--- src/lfmc_pkg.sv ---
// Constants, register map and state codes of the LED fault and mode control block.
// Assumes a single 10 MHz clock and the plain register port of lfmc_ctrl.
package lfmc_pkg;

  // Clock and time base
  localparam int unsigned CLK_HZ       = 10_000_000;
  localparam int unsigned CYC_PER_MS   = CLK_HZ / 1000;
  localparam int unsigned TMR_W        = 27;

  // Shared 16-level time table, in milliseconds
  localparam logic [15:0][13:0] TIME_MS = {
    14'd8050, 14'd7060, 14'd5990, 14'd5010, 14'd4020, 14'd3040, 14'd2500, 14'd2060,
    14'd1520, 14'd1070, 14'd800,  14'd540,  14'd360,  14'd180,  14'd90,   14'd0
  };

  // Fault sensing
  localparam logic [7:0] PWM_EVAL_MIN = 8'h19;  // Sensing only above this PWM value
  localparam logic [1:0] FAULT_RUN    = 2'h3;   // Consecutive faulty readings to flag

  // Register byte addresses
  localparam logic [7:0] REG_CTRL   = 8'h00;
  localparam logic [7:0] REG_CMD    = 8'h04;
  localparam logic [7:0] REG_PAUSE  = 8'h08;
  localparam logic [7:0] REG_STATUS = 8'h0c;
  localparam logic [7:0] REG_OPEN   = 8'h10;
  localparam logic [7:0] REG_SHORT  = 8'h14;

  // CTRL fields
  localparam int unsigned CTRL_CHIP_EN = 0;
  localparam int unsigned CTRL_AUTO    = 1;
  localparam int unsigned CTRL_MC51    = 2;
  localparam int unsigned CTRL_LOD_ACT = 3;
  localparam int unsigned CTRL_LSD_ACT = 4;
  localparam int unsigned CTRL_LSD_THR = 8;   // 4-bit field
  localparam logic [3:0]  LSD_THR_RST  = 4'h0;

  // CMD fields, write one to act
  localparam int unsigned CMD_START     = 0;
  localparam int unsigned CMD_STOP      = 1;
  localparam int unsigned CMD_LOD_CLEAR = 2;
  localparam int unsigned CMD_LSD_CLEAR = 3;

  // PAUSE fields
  localparam int unsigned PAUSE_LEAD  = 0;   // 4-bit field
  localparam int unsigned PAUSE_TRAIL = 4;   // 4-bit field

  // STATUS fields
  localparam int unsigned STAT_STATE   = 0;  // 4-bit one-hot
  localparam int unsigned STAT_OT      = 4;
  localparam int unsigned STAT_STARTED = 5;
  localparam int unsigned STAT_PHASE   = 8;  // 4-bit one-hot

  typedef enum logic [3:0] {
    ST_INIT  = 4'b0001,
    ST_STBY  = 4'b0010,
    ST_NORM  = 4'b0100,
    ST_AOFF  = 4'b1000
  } lfmc_state_t;

  typedef enum logic [3:0] {
    PH_IDLE  = 4'b0001,
    PH_LEAD  = 4'b0010,
    PH_RUN   = 4'b0100,
    PH_TRAIL = 4'b1000
  } lfmc_phase_t;

endpackage

--- src/lfmc_ctrl.sv ---
// Operating state machine, open/short fault sensing, thermal gating and pause units
// of a matrix LED driver, with a small register port for the host.
// Assumes comparator and temperature inputs come from pins (synchronised here) and that
// PWM values, dot currents, PWM period ticks and engine handshakes come from same-clock logic.
//
// The register offsets and strobed register access were chosen for this implementation.
`timescale 1ns/1ps

module lfmc_ctrl
  import lfmc_pkg::*;
#(
  parameter int unsigned N_LED      = 12,
  parameter int unsigned CYC_PER_MS = lfmc_pkg::CYC_PER_MS
)(
  input  wire logic                   clk,           // 10 MHz clock
  input  wire logic                   rst_n,         // Synchronous reset, active low
  input  wire logic [7:0]             reg_addr,      // Register byte address
  input  wire logic [31:0]            reg_wdata,     // Register write data
  input  wire logic                   reg_wr,        // Write strobe
  input  wire logic                   reg_rd,        // Read strobe
  output logic      [31:0]            reg_rdata,     // Read data, cycle after strobe
  input  wire logic [N_LED*8-1:0]     led_pwm,       // Effective PWM per LED
  input  wire logic [N_LED*8-1:0]     dot_current,   // Dot current per LED
  input  wire logic [N_LED-1:0]       pwm_tick,      // One pulse per PWM period per LED
  input  wire logic [N_LED-1:0]       open_cmp,      // Cathode below open threshold (pin)
  input  wire logic [N_LED-1:0]       short_cmp,     // Cathode above short threshold (pin)
  input  wire logic                   over_temp,     // Over-temperature indication (pin)
  input  wire logic [7:0]             first_pwm1,    // First PWM of first enabled engine unit
  input  wire logic [7:0]             last_pwm5,     // Fifth PWM of last enabled engine unit
  input  wire logic                   engine_done,   // Engine units finished their run
  output logic                        engine_go,     // Pulse: start the engine units
  output logic                        pause_active,  // A pause unit is playing
  output logic      [7:0]             pause_pwm,     // Brightness during a pause unit
  output logic      [N_LED-1:0]       led_on,        // Per-dot drive enable
  output logic                        open_thr_high, // Select doubled open threshold
  output logic      [3:0]             short_thr_sel, // Short comparator level select
  output lfmc_pkg::lfmc_state_t       state          // Operating state
);

  ////////////////////////////////////////////////////////////////////////////
  typedef struct packed {
    lfmc_state_t             st;
    lfmc_phase_t             ph;
    logic [N_LED-1:0]        open_s1;
    logic [N_LED-1:0]        open_s2;
    logic [N_LED-1:0]        short_s1;
    logic [N_LED-1:0]        short_s2;
    logic                    ot_s1;
    logic                    ot_s2;
    logic                    chip_en;
    logic                    auto_mode;
    logic                    mc51;
    logic                    lod_act;
    logic                    lsd_act;
    logic [3:0]              lsd_thr;
    logic [3:0]              lead_code;
    logic [3:0]              trail_code;
    logic                    started;
    logic [TMR_W-1:0]        tmr;
    logic [N_LED-1:0][1:0]   ocnt;
    logic [N_LED-1:0][1:0]   scnt;
    logic [N_LED-1:0]        lod;
    logic [N_LED-1:0]        lsd;
    logic [N_LED-1:0]        led_on;
    logic                    eng_go;
    logic [7:0]              ppwm;
    logic [31:0]             rdata;
  } lfmc_regs_t;

  lfmc_regs_t q;
  lfmc_regs_t d;

  logic [N_LED-1:0] eval_ok;
  logic [N_LED-1:0] lit;

  ////////////////////////////////////////////////////////////////////////////
  // Per-LED qualifiers
  genvar gi;
  generate
    for (gi = 0; gi < N_LED; gi++)
    begin : g_led
      assign eval_ok[gi] = led_pwm[gi*8 +: 8] > PWM_EVAL_MIN;
      assign lit[gi]     = (led_pwm[gi*8 +: 8] != 8'h00) && (dot_current[gi*8 +: 8] != 8'h00);
    end
  endgenerate

  // Pause length in cycles; the table is in milliseconds
  function automatic logic [TMR_W-1:0] pause_cycles(input logic [3:0] code);
    logic [63:0] c;
    c = 64'(TIME_MS[code]) * 64'(CYC_PER_MS);
    return c[TMR_W-1:0];
  endfunction

  ////////////////////////////////////////////////////////////////////////////
  logic       wr_ctrl;
  logic       wr_cmd;
  logic       cmd_start;
  logic       cmd_stop;
  logic       clr_open;
  logic       clr_short;
  logic       any_eff;
  logic       short_hit;

  assign wr_ctrl   = reg_wr && (reg_addr == REG_CTRL);
  assign wr_cmd    = reg_wr && (reg_addr == REG_CMD);
  assign cmd_start = wr_cmd && reg_wdata[CMD_START];
  assign cmd_stop  = wr_cmd && reg_wdata[CMD_STOP];
  assign clr_open  = wr_cmd && reg_wdata[CMD_LOD_CLEAR];
  assign clr_short = wr_cmd && reg_wdata[CMD_LSD_CLEAR];
  // Autonomous LEDs count only once the pattern has been started
  assign any_eff   = (|lit) && (!q.auto_mode || q.started);

  always_comb
  begin
    d         = q;
    short_hit = 1'b0;
    d.eng_go  = 1'b0;

    // Pin synchronisers
    d.open_s1  = open_cmp;
    d.open_s2  = q.open_s1;
    d.short_s1 = short_cmp;
    d.short_s2 = q.short_s1;
    d.ot_s1    = over_temp;
    d.ot_s2    = q.ot_s1;

    // Register writes
    if (wr_ctrl)
    begin
      d.chip_en   = reg_wdata[CTRL_CHIP_EN];
      d.auto_mode = reg_wdata[CTRL_AUTO];
      d.mc51      = reg_wdata[CTRL_MC51];
      d.lod_act   = reg_wdata[CTRL_LOD_ACT];
      d.lsd_act   = reg_wdata[CTRL_LSD_ACT];
      d.lsd_thr   = reg_wdata[CTRL_LSD_THR +: 4];
    end
    if (reg_wr && (reg_addr == REG_PAUSE))
    begin
      d.lead_code  = reg_wdata[PAUSE_LEAD +: 4];
      d.trail_code = reg_wdata[PAUSE_TRAIL +: 4];
    end
    if (cmd_start)
      d.started = 1'b1;
    if (cmd_stop)
      d.started = 1'b0;

    // Clears first, so a fault reading in the same cycle still sets its flag
    if (clr_open)
      d.lod = '0;
    if (clr_short)
      d.lsd = '0;

    // Fault sensing, one reading per PWM period
    for (int i = 0; i < N_LED; i++)
    begin
      if (q.st != ST_NORM)
      begin
        d.ocnt[i] = 2'h0;
        d.scnt[i] = 2'h0;
      end
      else if (pwm_tick[i] && eval_ok[i])
      begin
        if (q.open_s2[i])
        begin
          if (q.ocnt[i] != FAULT_RUN)
            d.ocnt[i] = q.ocnt[i] + 2'h1;
          if (q.ocnt[i] >= FAULT_RUN - 2'h1)
            d.lod[i] = 1'b1;
        end
        else
        begin
          d.ocnt[i] = 2'h0;
          d.lod[i]  = 1'b0;
        end
        if (q.short_s2[i])
        begin
          if (q.scnt[i] != FAULT_RUN)
            d.scnt[i] = q.scnt[i] + 2'h1;
          if (q.scnt[i] >= FAULT_RUN - 2'h1)
          begin
            d.lsd[i]  = 1'b1;
            short_hit = 1'b1;
          end
        end
        else
        begin
          d.scnt[i] = 2'h0;
          d.lsd[i]  = 1'b0;
        end
      end
    end

    // Operating state machine
    case (q.st)
      ST_INIT:
        if (q.chip_en)
          d.st = ST_STBY;
      ST_STBY:
        if (any_eff)
          d.st = ST_NORM;
      ST_NORM:
        if (short_hit && q.lsd_act)
          d.st = ST_AOFF;
        else if (!any_eff || cmd_stop)
          d.st = ST_STBY;
      ST_AOFF:
        if (clr_short)
          d.st = ST_STBY;
      default:
        d.st = ST_INIT;
    endcase

    // Pause units around the engine run
    case (q.ph)
      PH_IDLE:
        if (cmd_start && q.auto_mode)
        begin
          if (q.lead_code == 4'h0)
          begin
            d.ph     = PH_RUN;
            d.eng_go = 1'b1;
          end
          else
          begin
            d.ph  = PH_LEAD;
            d.tmr = pause_cycles(q.lead_code) - TMR_W'(1);
          end
        end
      PH_LEAD:
        if (q.tmr == '0)
        begin
          d.ph     = PH_RUN;
          d.eng_go = 1'b1;
        end
        else
          d.tmr = q.tmr - TMR_W'(1);
      PH_RUN:
        if (engine_done)
        begin
          if (q.trail_code == 4'h0)
            d.ph = PH_IDLE;
          else
          begin
            d.ph  = PH_TRAIL;
            d.tmr = pause_cycles(q.trail_code) - TMR_W'(1);
          end
        end
      PH_TRAIL:
        if (q.tmr == '0)
          d.ph = PH_IDLE;
        else
          d.tmr = q.tmr - TMR_W'(1);
      default:
        d.ph = PH_IDLE;
    endcase
    // A stop ends the pattern wherever it stands
    if (cmd_stop)
    begin
      d.ph     = PH_IDLE;
      d.eng_go = 1'b0;
    end

    // Pause brightness follows the neighbouring engine unit
    if (d.ph == PH_LEAD)
      d.ppwm = first_pwm1;
    else if (d.ph == PH_TRAIL)
      d.ppwm = last_pwm5;
    else
      d.ppwm = 8'h00;

    // Dot drive: only in normal, never while hot, open dots dropped on request
    for (int i = 0; i < N_LED; i++)
      d.led_on[i] = (d.st == ST_NORM) && !q.ot_s2
                    && !(q.lod_act && d.lod[i]);

    // Read data, valid only in the cycle after the strobe
    d.rdata = 32'h0000_0000;
    if (reg_rd)
    begin
      case (reg_addr)
        REG_CTRL:
        begin
          d.rdata[CTRL_CHIP_EN]      = q.chip_en;
          d.rdata[CTRL_AUTO]         = q.auto_mode;
          d.rdata[CTRL_MC51]         = q.mc51;
          d.rdata[CTRL_LOD_ACT]      = q.lod_act;
          d.rdata[CTRL_LSD_ACT]      = q.lsd_act;
          d.rdata[CTRL_LSD_THR +: 4] = q.lsd_thr;
        end
        REG_PAUSE:
        begin
          d.rdata[PAUSE_LEAD +: 4]  = q.lead_code;
          d.rdata[PAUSE_TRAIL +: 4] = q.trail_code;
        end
        REG_STATUS:
        begin
          d.rdata[STAT_STATE +: 4] = q.st;
          d.rdata[STAT_OT]         = q.ot_s2;
          d.rdata[STAT_STARTED]    = q.started;
          d.rdata[STAT_PHASE +: 4] = q.ph;
        end
        REG_OPEN:
          d.rdata[N_LED-1:0] = q.lod;
        REG_SHORT:
          d.rdata[N_LED-1:0] = q.lsd;
        default:
          d.rdata = 32'h0000_0000;
      endcase
    end
  end

  ////////////////////////////////////////////////////////////////////////////
  always_ff @(posedge clk)
  begin
    if (!rst_n)
    begin
      q            <= '0;
      q.st         <= ST_INIT;
      q.ph         <= PH_IDLE;
      q.lsd_thr    <= LSD_THR_RST;
    end
    else
      q <= d;
  end

  ////////////////////////////////////////////////////////////////////////////
  assign reg_rdata     = q.rdata;
  assign engine_go     = q.eng_go;
  assign pause_active  = (q.ph == PH_LEAD) || (q.ph == PH_TRAIL);
  assign pause_pwm     = q.ppwm;
  assign led_on        = q.led_on;
  assign open_thr_high = q.mc51;
  assign short_thr_sel = q.lsd_thr;
  assign state         = q.st;

endmodule

--- config.mk ---
export PLATFORM = sky130hd
export DESIGN_NAME = lfmc_ctrl
export DESIGN_NICKNAME = d
export VERILOG_FILES = /design/src/lfmc_pkg.sv /design/src/lfmc_ctrl.sv
export SDC_FILE = /design/constraint.sdc
export NUM_CORES = 1
export LEC_CHECK = 0
export ABC_CLOCK_PERIOD_IN_PS = 5790
export BUFFER_PORTS_ARGS = -buffer_cell sky130_fd_sc_hd__buf_4
export CAP_MARGIN = 20
export CELL_PAD_IN_SITES_DETAIL_PLACEMENT = 0
export CELL_PAD_IN_SITES_GLOBAL_PLACEMENT = 2
export CORE_MARGIN = 2
export CORE_UTILIZATION = 25
export CTS_BUF_LIST = sky130_fd_sc_hd__clkbuf_2
export DETAILED_ROUTE_END_ITERATION = 16
export PLACE_DENSITY = 0.75
export SETUP_SLACK_MARGIN = 0.5
export SKIP_LAST_GASP = 1
export SLEW_MARGIN = 30
export SYNTH_ARGS = -nofsm -noshare
export SYNTH_HDL_FRONTEND = slang
export SYNTH_SLANG_ARGS = --single-unit
export TNS_END_PERCENT = 5
--- constraint.sdc ---
create_clock -name clk -period 5.79 [get_ports clk]
set_input_delay 1.4475 -clock clk [delete_from_list [all_inputs] [get_ports clk]]
set_output_delay 1.4475 -clock clk [all_outputs]
set_load 0.01 [all_outputs]
Word-level counts from Yosys, hierarchy flattened
Memories as Yosys holds them, arrays and structs flattened. A register that Yosys moved wholly into a read port is not among the register bits.
Cells that the tools add are included.
{"block": "totals", "regBits": 228, "romBits": 448, "out_inout_bits": 63, "n_memories": 2, "elab_cells": 555}
{"name": "(name not given)", "depth": 16, "width": 14, "rd": 1, "rd_clocked_by_memory_dff": 1, "write_ports": 0, "line_no": "lfmc_ctrl.sv:90", "source": "c = 64'(TIME_MS[code]) * 64'(CYC_PER_MS);"}
{"name": "(name not given)", "depth": 16, "width": 14, "rd": 1, "rd_clocked_by_memory_dff": 1, "write_ports": 0, "line_no": "lfmc_ctrl.sv:90"}
{"block": "classes", "muxes": 230, "addsub": 27, "multipliers": 2, "bitwise": 1, "reduce_logical": 136, "magnitude_cmp": 38, "n_eq_ne": 70}
{"operator": "nonzero test 8 bit", "n": 24}
{"operator": "2-to-1 mux 1 bit", "n": 147}
{"operator": "2-to-1 mux 27 bit", "n": 5}
{"operator": "greater-than comparator 8 x 5 -> 1 bit, second input constant", "n": 12}
{"operator": "2-to-1 mux 2 bit", "n": 48}
{"operator": "one-hot mux 27 bit (3 select lines)", "n": 1}
{"operator": "subtractor 27 x 1 -> 27 bit, second input constant", "n": 3}
{"operator": "2-to-1 mux 4 bit", "n": 15}
{"operator": "logical AND 1 bit", "n": 59}
{"operator": "!= test 2 bit, second input constant", "n": 29}
{"operator": "AND reduction 2 bit", "n": 25}
{"operator": "adder 2 x 1 -> 2 bit, second input constant", "n": 24}
{"operator": "greater-or-equal comparator 2 bit, second input constant", "n": 24}
{"operator": "!= test 2 x 1 -> 1 bit, second input constant", "n": 24}
{"operator": "one-hot mux 4 bit (4 select lines)", "n": 3}
{"operator": "multiplier 14 x 10 -> 23 bit, second input constant", "n": 2}
{"operator": "2-to-1 mux 14 bit", "n": 2}
{"operator": "logical NOT 27 bit", "n": 1}
{"operator": "one-hot mux 5 bit (5 select lines)", "n": 1}
{"operator": "2-to-1 mux 12 bit", "n": 2}
{"operator": "== test 8 x 4 -> 1 bit, second input constant", "n": 2}
{"operator": "== test 8 x 5 -> 1 bit, second input constant", "n": 2}
{"operator": "2-to-1 mux 8 bit", "n": 2}
{"operator": "logical NOT 1 bit", "n": 15}
{"operator": "other kinds (19)", "n": 32}

Longest topological paths before layout
Gate-level depths: netlist of run 1.
{"block": "logic_depth", "word_depth": 55, "depth_mapped": 20, "depth_no_buf": 19}

Worst setup path after synthesis of run 1
No wires, ideal clock.
{"block": "synth_path", "kind": "reg2reg", "from": "register with a tool-made name", "to": "register q[147] in the netlist's numbering", "period_less_slack_ns": 5.093, "path_stages_with_launch": 21, "arrival_ns": 4.967, "slack_ns": 0.697, "path_cell_list": "dfxtp_1 -> fa_1 -> ha_1 -> inv_1 -> fa_1 -> inv_1 -> ha_1 -> inv_1 -> fa_1 -> inv_1 -> ha_1 -> clkbuf_1 -> o211a_1 -> o211a_1 -> o31a_1 -> or3_1 -> a221oi_2 -> nand2_1 -> xor2_1 -> a222oi_1 -> a21oi_1"}
{"element": "end: declaration", "line_no": "lfmc_ctrl.sv:70", "source": "lfmc_regs_t q;"}

==> results of run 1 <==
==> cells in the mapped netlist (8+ instances only) <==
master,instances
buf_2,8
nand3_1,32
buf_4,60
o21ai_0,107
and2_1,56
o211ai_1,20
clkbuf_1,51
o21a_1,11
nor4_1,48
a221oi_1,11
dfxtp_1,232
nand4_1,10
fa_1,46
xor2_1,21
or3_1,13
nor2b_1,11
o211a_1,8
a31oi_1,9
nor3_1,69
o22ai_1,12
nor4b_1,43
a211oi_1,22
a21oi_1,156
xnor2_1,35
nand2b_1,13
a21o_1,23
nor2_1,241
nand2_1,166
and3_1,10
mux2i_1,25
inv_1,189
o32ai_1,8
a22oi_1,14
ha_1,181
==> worst max-delay path, stage by stage (launching register included) <==
cell and delay (ns):
dfxtp_4 0.39, fa_1 0.46, ha_1 0.28, inv_1 0.05, fa_1 0.52, inv_1 0.04
ha_1 0.26, inv_1 0.05, fa_1 0.49, inv_1 0.06, ha_4 0.26, o211a_1 0.12
o31a_1 0.17, o21ba_2 0.28, o211ai_1 0.25, o211ai_1 0.17, buf_4 0.18, a2111oi_4 0.33
nand3_2 0.14, or4_4 0.43, a41oi_2 0.13
==> stage by stage <==
stage	total power, mW	std cells	worst slack [ns]
after global placement	1.97	3168	0.239
after detailed placement	1.97	3168	0.192
after global routing	3.31	3284	0.405
final	3.14	3284	0.682
after floorplan	1.78	2095	0.697
after CTS	3.20	3276	0.438
==> worst paths after layout <==
| path | startpoint | to | slack [ns] | cells past startpoint |
|---|---|---|---|---|
| setup reg to reg | flip-flop | q[151] | 0.68 | 20 |
| hold reg to reg | d[198] | q[198] | 0.42 | 1 |
| hold / removal | d[198] | q[198] | 0.42 | 1 |
| setup / recovery | flip-flop | q[151] | 0.68 | 20 |
==> final cells by class <==
class | instances | area, um2 | area share [%]
Tap cell | 864 | 1080 | 5.28
Clock buffer | 88 | 440 | 2.15
Antenna cell | 1 | 2.50 | 0.0122
Inverter | 192 | 721 | 3.52
Sequential cell | 232 | 4660 | 22.8
Clock inverter | 20 | 114 | 0.556
Timing Repair Buffer | 343 | 2570 | 12.6
Multi-Input combinational cell | 1544 | 10900 | 53.1
==> routing by layer <==
metal	part of all wire, %	vias up	GRT usage (%)
li1	-	7804	-
met1	43	7210	17.6
met2	51	351	27.8
met3	4.6	76	2.77
met4	1.8	6	3.76
met5	0.067	-	0
==> report_power, final <==
| group | internal, mW | total [mW] | switching (mW) |
|---|---|---|---|
| combinational | 0.173 | 0.312 | 0.139 |
| sequential | 1.61 | 1.62 | 0.0106 |
| clock | 0.460 | 1.21 | 0.747 |
==> cells by family after synthesis <==
logic type,after synthesis,share of synthesized area (%)
buffers and inverters,319,8.79
other,1,0.0224
adders and majority gates,227,19.0
and+or+nand+nor,760,22.9
AOI/OAI and AO/OA,456,17.1
xor gates and xnor gates,56,2.93
muxes,25,1.50
DFF,232,27.8
==> what timing repair did <==
item                                    in CTS  in global routing
endpoints found under the setup margin       5                  7
resized for setup                            6                 41
pin swaps                                    0                 15
setup buffers                                0                  7
hold buffers                                 0                  0
==> out/metrics.yaml, run 1 <==
clock_tree:
  numCtsBuffers: 61
  clk_path_buf_depth: 3
  cts-htree-levels: 2
  clkSinkCount: 232
  cts-root-buf: "clkbuf_2"
  cts.reportedPaths.clkPinSlew_ns: 0.12
  clkLatencyLatePin_ns: 1.04
  cts_tree: "done"
global_routing:
  grt_first_pass_wirelength_mm: 83.3
  gr-usage-all-layers_pct: 15.0
  grt_max_degree: 49
  overflow: 0
  grt_pass1_vias: 15500
  antenna_found_initial: 4
synthesis:
  syn_inst: 2076
  synth_flop_cell: "dfxtp_1"
  synthTopCellsByArea: "dfxtp_1 (28%), ha_1 (14%), fa_1 (5.5%), nor2_1 (5.4%), a21oi_1 (4.7%)"
  synth_enable_flop_cells: 0
  yosysWarnings: 0
  syn_area_per_cell_um2: 8.06
  ys_ff_latch: 232
  synth_area_leader_cell: "dfxtp_1"
  syn-cell-area_mm2: 0.0167
  ys_seq_area_share_pct: 27.8
  synth_top_area_share_pct: 27.8
  synthArstFlopShare_pct: 0
  synth_cell_types: 80
route:
  drt-initial-drc-count: 626
  drt_first_pass_iters: 6
  routed_wl_mm: 53.6
  wl_per_cell_um: 16.3
  drcViolationCount: 0
  ant_nets: 0
  vias: 15400
  viasPerCell: 4.70
sta:
  setup_viol: 0
  worst_pin_slew_ns: 0.870
  setup_tns_ns: 0
  min_period_ns: 5.11
  min_period_over_period_pct: 88.2
  clock.fmax_mhz: 196
  rsz0062_at_grt: "true"
  fin_hold_ws_ns: 0.424
  clock_skew_ns: 0.154
  hold_viol: 0
  max_slew_margin_pct: 41.9
  final_max_slew_viol_count: 0
finish:
  nFillCells: 7065
  drive_gt1_share_pct: 20.6
  fin_nets: 2891
  final_cell_mix: "buf_4 (343), nor2_1 (241), dfxtp_1 (224)"
  mostFrequentLayoutCell: "buf_4"
  postLayoutCoreUtil_pct: 31.0
  area.growth.synth_to_final_pct: 22.4
  final_area_mm2: 0.0205
hold_path:
  min_path_type: "flip-flop to flip-flop"
power:
  powerDensity_mw_per_mm2: 153
  vdd_drop_max_v: 0.000100
  leakagePower_nw: 9.45
placement:
  gp_congestion: 0.854
  placed_area_mm2: 0.0197
  hpwlAfterDp_mm: 42.5
  place.port_buffers: 312
worst_setup_path:
  crit_type: "flip-flop to flip-flop"
  cp.required_ns: 6.64
  cp_data_arrival_time_ns: 5.96
  critPathCaptureType: "flip-flop"
  path_max_fanout: 5
  cp-start-kind: "flip-flop"
die:
  initial_core_util_pct: 25.3
  core_mm2: 0.0660
  fp-row-count: 94
  die_area_mm2: 0.0690
  io_pins: 353
  die_h_um: 263
  die_width_um: 263
outcome:
  run_status: "complete, no violations"
job:
  cap_violations: 0
Power figures use the tool's default switching activity.
==> run 2, diff against run 1 <==
- RECOVER_POWER: unset -> 25
==> run 2 against run 1 <==
Compared with the run above: core utilization about the same; non-clock buffer count unchanged; the run now ends with max-capacitance violations, max-slew violations left; critical endpoint unchanged; register-to-register slack about the same; combinational power about the same; worst setup slack better by 0.0042 ns; clock-buffer cell count unchanged; via count about the same; maximum frequency about the same; global-route usage unchanged; routed wire length down 0.15%; largest cell class unchanged; final cell count unchanged.
==> out/metrics.yaml, run 2 (same netlist as run 1, synthesis figures left out) <==
global_routing:
  grt_first_pass_wirelength_mm: 83.3  # unchanged
  gr-usage-all-layers_pct: 15.0  # unchanged
  overflow: 0  # unchanged
  grt_pass1_vias: 15500  # unchanged
  grt_max_degree: 49  # unchanged
  antenna_found_initial: 4  # unchanged
worst_setup_path:
  rrSetupSlack_ns: 0.69  # about the same
  rr_endpoint: "q[151]"
  critPathCaptureType: "flip-flop"
  crit_type: "flip-flop to flip-flop"
  path_max_fanout: 5  # unchanged
  cp_data_arrival_time_ns: 5.95  # about the same
  cp.required_ns: 6.64  # about the same
  ff2ff_path_depth: 20  # unchanged
  cp-start-kind: "flip-flop"
sta:
  max_slew_margin_pct: -65.1  # -110 points
  setup_tns_ns: 0  # unchanged
  hold_viol: 0  # unchanged
  final_max_slew_viol_count: 138  # +138
  min_period_ns: 5.10  # -0.00421 ns
  clock.fmax_mhz: 196  # about the same
  setup_viol: 0  # unchanged
  worst_pin_slew_ns: 2.48  # +1.61 ns
  min_period_over_period_pct: 88.1  # about the same
  clock_skew_ns: 0.153  # -0.00122 ns
  rsz0062_at_grt: "true"
finish:
  area.growth.synth_to_final_pct: 22.3  # about the same
  final_cell_mix: "buf_4 (340), nor2_1 (241), dfxtp_1 (224)"
  fin_nets: 2891  # unchanged
  nFillCells: 7065  # unchanged
  layout.cells.non_filler: 3284  # unchanged
  drive_gt1_share_pct: 20.5  # -0.12 points
  postLayoutCoreUtil_pct: 31.0  # about the same
  mostFrequentLayoutCell: "buf_4"
outcome:
  violations: "max-capacitance violations, max-slew violations"
  run_status: "finished with violations"
power:
  leakagePower_nw: 9.42  # -0.36%
  vdd_drop_max_v: 0.000100  # about the same
  finalPower_mw: 3.14  # about the same
  powerDensity_mw_per_mm2: 153  # about the same
route:
  viasPerCell: 4.70  # about the same
  drcViolationCount: 0  # unchanged
  vias: 15400  # -0.084%
  drt-initial-drc-count: 601  # -4.0%
  ant_nets: 0  # unchanged
  routed_wl_mm: 53.5  # -0.15%
  wl_per_cell_um: 16.3  # -0.15%
  drt_first_pass_iters: 8  # +2
die:
  fp-row-count: 94  # unchanged
  die_h_um: 263  # unchanged
  die_width_um: 263  # unchanged
  die_area_mm2: 0.0690  # unchanged
  initial_core_util_pct: 25.3  # unchanged
  core_mm2: 0.0660  # unchanged
  io_pins: 353  # unchanged
hold_path:
  min_from: "d[198]"
  hold_end: "q[198]"
  min_delay_path_depth: 1  # unchanged
  min_path_type: "flip-flop to flip-flop"
clock_tree:
  cts_tree: "done"
  cts-root-buf: "clkbuf_2"
  clkSinkCount: 232  # unchanged
  cts.reportedPaths.clkPinSlew_ns: 0.12  # about the same
  cts-htree-levels: 2  # unchanged
  clk_path_buf_depth: 3  # unchanged
  clkLatencyLatePin_ns: 1.04  # about the same
  numCtsBuffers: 61  # unchanged
placement:
  gp_congestion: 0.854  # unchanged
  dp.cells: 3168  # unchanged
  place.port_buffers: 312  # unchanged
  hpwlAfterDp_mm: 42.5  # unchanged
job:
  cap_violations: 3  # +3
==> run 2: changes by cell type in the layout (fill, tap and decap cells not counted), sizes merged <==
cell / delta
buf: -3
clkbuf: +3
==> run 2: worst max path at each step <==
stage / start / to / slack, ns / cells past startpoint
finish: flip-flop / q[151] / 0.69 / 20
global route: flip-flop / q[149] / 0.40 / 19
CTS: flip-flop / q[151] / 0.44 / 19
detailed placement: flip-flop / q[151] / 0.19 / 19
global placement: flip-flop / q[151] / 0.24 / 19
floorplan: flip-flop / q[147] / 0.70 / 20
==> run 2: cell type report <==
type / instances / area (um2) / area share [%]
Timing Repair Buffer: 343 / 2560 / 12.5
Multi-Input combinational cell: 1544 / 10900 / 53.1
Sequential cell: 232 / 4660 / 22.8
Antenna cell: 1 / 2.50 / 0.0122
Tap cell: 864 / 1080 / 5.29
Clock inverter: 20 / 114 / 0.557
Clock buffer: 88 / 440 / 2.15
Inverter: 192 / 721 / 3.52
==> run 2: metrics by stage <==
step	area (um2)	setup WS, ns	hold WS, ns
after floorplan	16800	0.697	0.412
after global placement	19700	0.239	0.415
after detailed placement	19700	0.192	0.419
after CTS	20200	0.438	0.428
after global routing	20500	0.398	0.446
final	20500	0.687	0.422
==> run 2: timing repair <==
| item | 4_1_cts | 5_1_grt |
|---|---|---|
| setup buffers | 0 | 7 |
| gates resized for setup | 6 | 41 |
| cloned | 0 | 0 |
| hold buffers | 0 | 0 |
| pin swaps | 0 | 15 |
| endpoints found under the setup margin | 5 | 7 |
==> run 2: worst max-delay path, stage by stage (launching register included) <==
cell	delay, ns
dfxtp_4	0.39
fa_1	0.46
ha_1	0.28
inv_1	0.05
fa_1	0.52
inv_1	0.04
ha_1	0.26
inv_1	0.05
fa_1	0.49
inv_1	0.06
ha_4	0.26
o211a_1	0.12
o31a_1	0.17
o21ba_2	0.28
o211ai_1	0.25
o211ai_1	0.17
buf_4	0.18
a2111oi_4	0.33
nand3_2	0.14
or4_4	0.43
a41oi_2	0.13
==> run 2: routing by layer <==
metal,share of wire (%),global-route usage [%],vias to the layer above
met4,1.8,3.76,6
li1,-,-,7803
met3,4.7,2.77,78
met2,51,27.8,348
met5,0.067,0,-
met1,42,17.6,7199
==> run 2: report_power, final <==
part / leakage (nW) / total (mW) / internal [mW] / switching [mW]
Sequential: 1.88 / 1.62 / 1.61 / 0.0106
Clock: 0.420 / 1.21 / 0.460 / 0.746
Combinational: 7.11 / 0.312 / 0.172 / 0.140
Total: 9.42 / 3.14 / 2.24 / 0.897
==> run 3, diff against run 2 <==
- MAX_ROUTING_LAYER: unset -> met4
- PLACE_DENSITY: 0.75 -> 0.66
==> run 3 against run 2 <==
Compared with the run above: the flow still finishes with violations (max-capacitance violations, max-slew violations); largest power group unchanged; via count rose by 1.4%; die area did not move; clock-buffer cell count grew 16; largest cell class unchanged; non-clock buffer count up 12; global-route usage increased by 1.7 points; register-to-register slack about the same; core utilization is 0.52 points higher; first-iteration DRC count decreased by 3.0%; combinational power rose by 1%; sequential share of layout area decreased by 0.33 points; routed wire length up 6.2%; critical path depth fell by 1.
==> out/metrics.yaml, run 3 (same netlist as run 1, synthesis figures left out) <==
outcome:
  run_status: "finished with violations"
  violations: "max-capacitance violations, max-slew violations"
worst_setup_path:
  path_cells: "fa_1 > ha_1 > inv_1 > fa_1 > inv_1 > ha_1 > inv_1 > fa_1 > inv_2 > ha_4 > o211a_1 > o31a_1 > o21ba_4 > o211ai_1 > o211ai_1 > a2111oi_4 > nand3_1 > or4_1 > a41oi_2"
  cp-start-kind: "flip-flop"
  cp_data_arrival_time_ns: 5.96  # about the same
  path_max_fanout: 5  # unchanged
  ff2ff_path_depth: 19  # -5.0%
  max_stage_delay_ns: 0.55  # +0.03 ns
  cp.required_ns: 6.65  # about the same
  rr_endpoint: "q[151]"
  crit_slowest_cell: "or4_1"
  crit_buf_inv: 4  # -1
  critPathCaptureType: "flip-flop"
  crit_family: "adder cells"
  rrSetupSlack_ns: 0.69  # about the same
  crit_type: "flip-flop to flip-flop"
sta:
  setup_tns_ns: 0  # unchanged
  min_period_ns: 5.10  # -0.00685 ns
  clock.fmax_mhz: 196  # +0.13%
  final_max_slew_viol_count: 49  # -64%
  clock_skew_ns: 0.112  # -0.0409 ns
  max_slew_margin_pct: -75.4  # -10 points
  rsz0062_at_grt: "true"
  worst_pin_slew_ns: 2.63  # +0.155 ns
  min_period_over_period_pct: 88.0  # -0.12 points
  hold_viol: 0  # unchanged
  setup_viol: 0  # unchanged
power:
  leakagePower_nw: 9.54  # +1.4%
  powerDensity_mw_per_mm2: 155  # +1.2%
  vdd_drop_max_v: 0.0000850  # -15%
  finalPower_mw: 3.23  # +2.9%
finish:
  mostFrequentLayoutCell: "buf_4"
  fin_nets: 2911  # +0.69%
  final_cell_mix: "buf_4 (347), nor2_1 (238), dfxtp_1 (219)"
  area.growth.synth_to_final_pct: 24.3
  drive_gt1_share_pct: 22.4  # +2.0 points
  final_area_mm2: 0.0208  # +1.7%
  postLayoutCoreUtil_pct: 31.5  # +0.52 points
job:
  cap_violations: 1  # -2
die:
  core_mm2: 0.0660  # unchanged
  io_pins: 353  # unchanged
  die_h_um: 263  # unchanged
  initial_core_util_pct: 25.3  # unchanged
  fp-row-count: 94  # unchanged
  die_area_mm2: 0.0690  # unchanged
  die_width_um: 263  # unchanged
route:
  vias: 15700  # +1.4%
  routed_wl_mm: 56.8  # +6.2%
  wl_per_cell_um: 17.1  # +5.1%
  viasPerCell: 4.72  # +0.36%
  ant_nets: 0  # unchanged
  drt_first_pass_iters: 5  # -3
  drt-initial-drc-count: 583  # -3.0%
  drcViolationCount: 0  # unchanged
clock_tree:
  cts-htree-levels: 3  # +1
  clk_path_buf_depth: 3  # unchanged
  cts_tree: "done"
  cts-root-buf: "clkbuf_2"
  clkSinkCount: 232  # unchanged
  cts.reportedPaths.clkPinSlew_ns: 0.10  # -0.02 ns
  numCtsBuffers: 69  # +13%
  clkLatencyLatePin_ns: 1.02  # -0.02 ns
global_routing:
  grt_max_degree: 87  # +78%
  grt_pass1_vias: 16100  # +3.6%
  overflow: 0  # unchanged
  antenna_found_initial: 6  # +2
  gr-usage-all-layers_pct: 16.6  # +1.7 points
  grt_first_pass_wirelength_mm: 88.1  # +5.8%
hold_path:
  min_from: "d[180]"
  min_path_type: "flip-flop to flip-flop"
  min_delay_path_depth: 1  # unchanged
  hold_end: "q[180]"
placement:
  placed_area_mm2: 0.0197  # about the same
  gp_congestion: 0.831  # -2.7%
  place.port_buffers: 312  # unchanged
  hpwlAfterDp_mm: 44.7  # +5.1%
[run 3: area by class of cell]
cell class              count  area, um2
diodes                      8       20.0
clock buffers             104        520
clock inverters            19        116
fillers                  7119      45200
inverters                 192        721
multi-input cells        1544      11000
flip-flops and latches    232       4670
well taps                 864       1080
repair buffers            355       2670
[run 3: worst max path at each step]
stage,from,endpoint,slack (ns),cells after the start
2_1_floorplan,flip-flop,q[147],0.70,20
3_3_place_gp,flip-flop,q[151],0.28,19
3_5_place_dp,flip-flop,q[151],0.24,19
4_1_cts,flip-flop,q[151],0.50,20
5_1_grt,flip-flop,q[151],0.41,19
6_report,flip-flop,q[151],0.69,19
[run 3: per-stage QoR]
stage	hold slack [ns]	instances	setup WS, ns
global route	0.439	3317	0.414
floorplan	0.412	2095	0.697
detailed placement	0.417	3166	0.239
finish	0.416	3318	0.693
global placement	0.415	3166	0.281
CTS	0.422	3291	0.504
[run 3: layer usage]
metal / global-route usage, % / up-vias / wire [um]
met5: - / - / 0
met4: 6.06 / 0 / 1570
met3: 2.89 / 92 / 2610
met2: 28.6 / 390 / 28000
met1: 19.5 / 7310 / 24600
li1: - / 7858 / -
[run 3: timing repair]
action                                  in CTS  in global routing
gates resized for setup                     11                 69
endpoints found under the setup margin       8                  8
gates cloned                                 0                  0
setup buffers                                2                 19
pin swaps                                    3                 35
hold buffers                                 0                  0
[run 3: where the power goes]
part / leakage [nW] / total (mW) / internal [mW] / switching [mW]
sequential: 1.89 / 1.62 / 1.61 / 0.0105
combinational: 7.17 / 0.316 / 0.173 / 0.143
clock: 0.487 / 1.29 / 0.496 / 0.797
total: 9.54 / 3.23 / 2.28 / 0.950
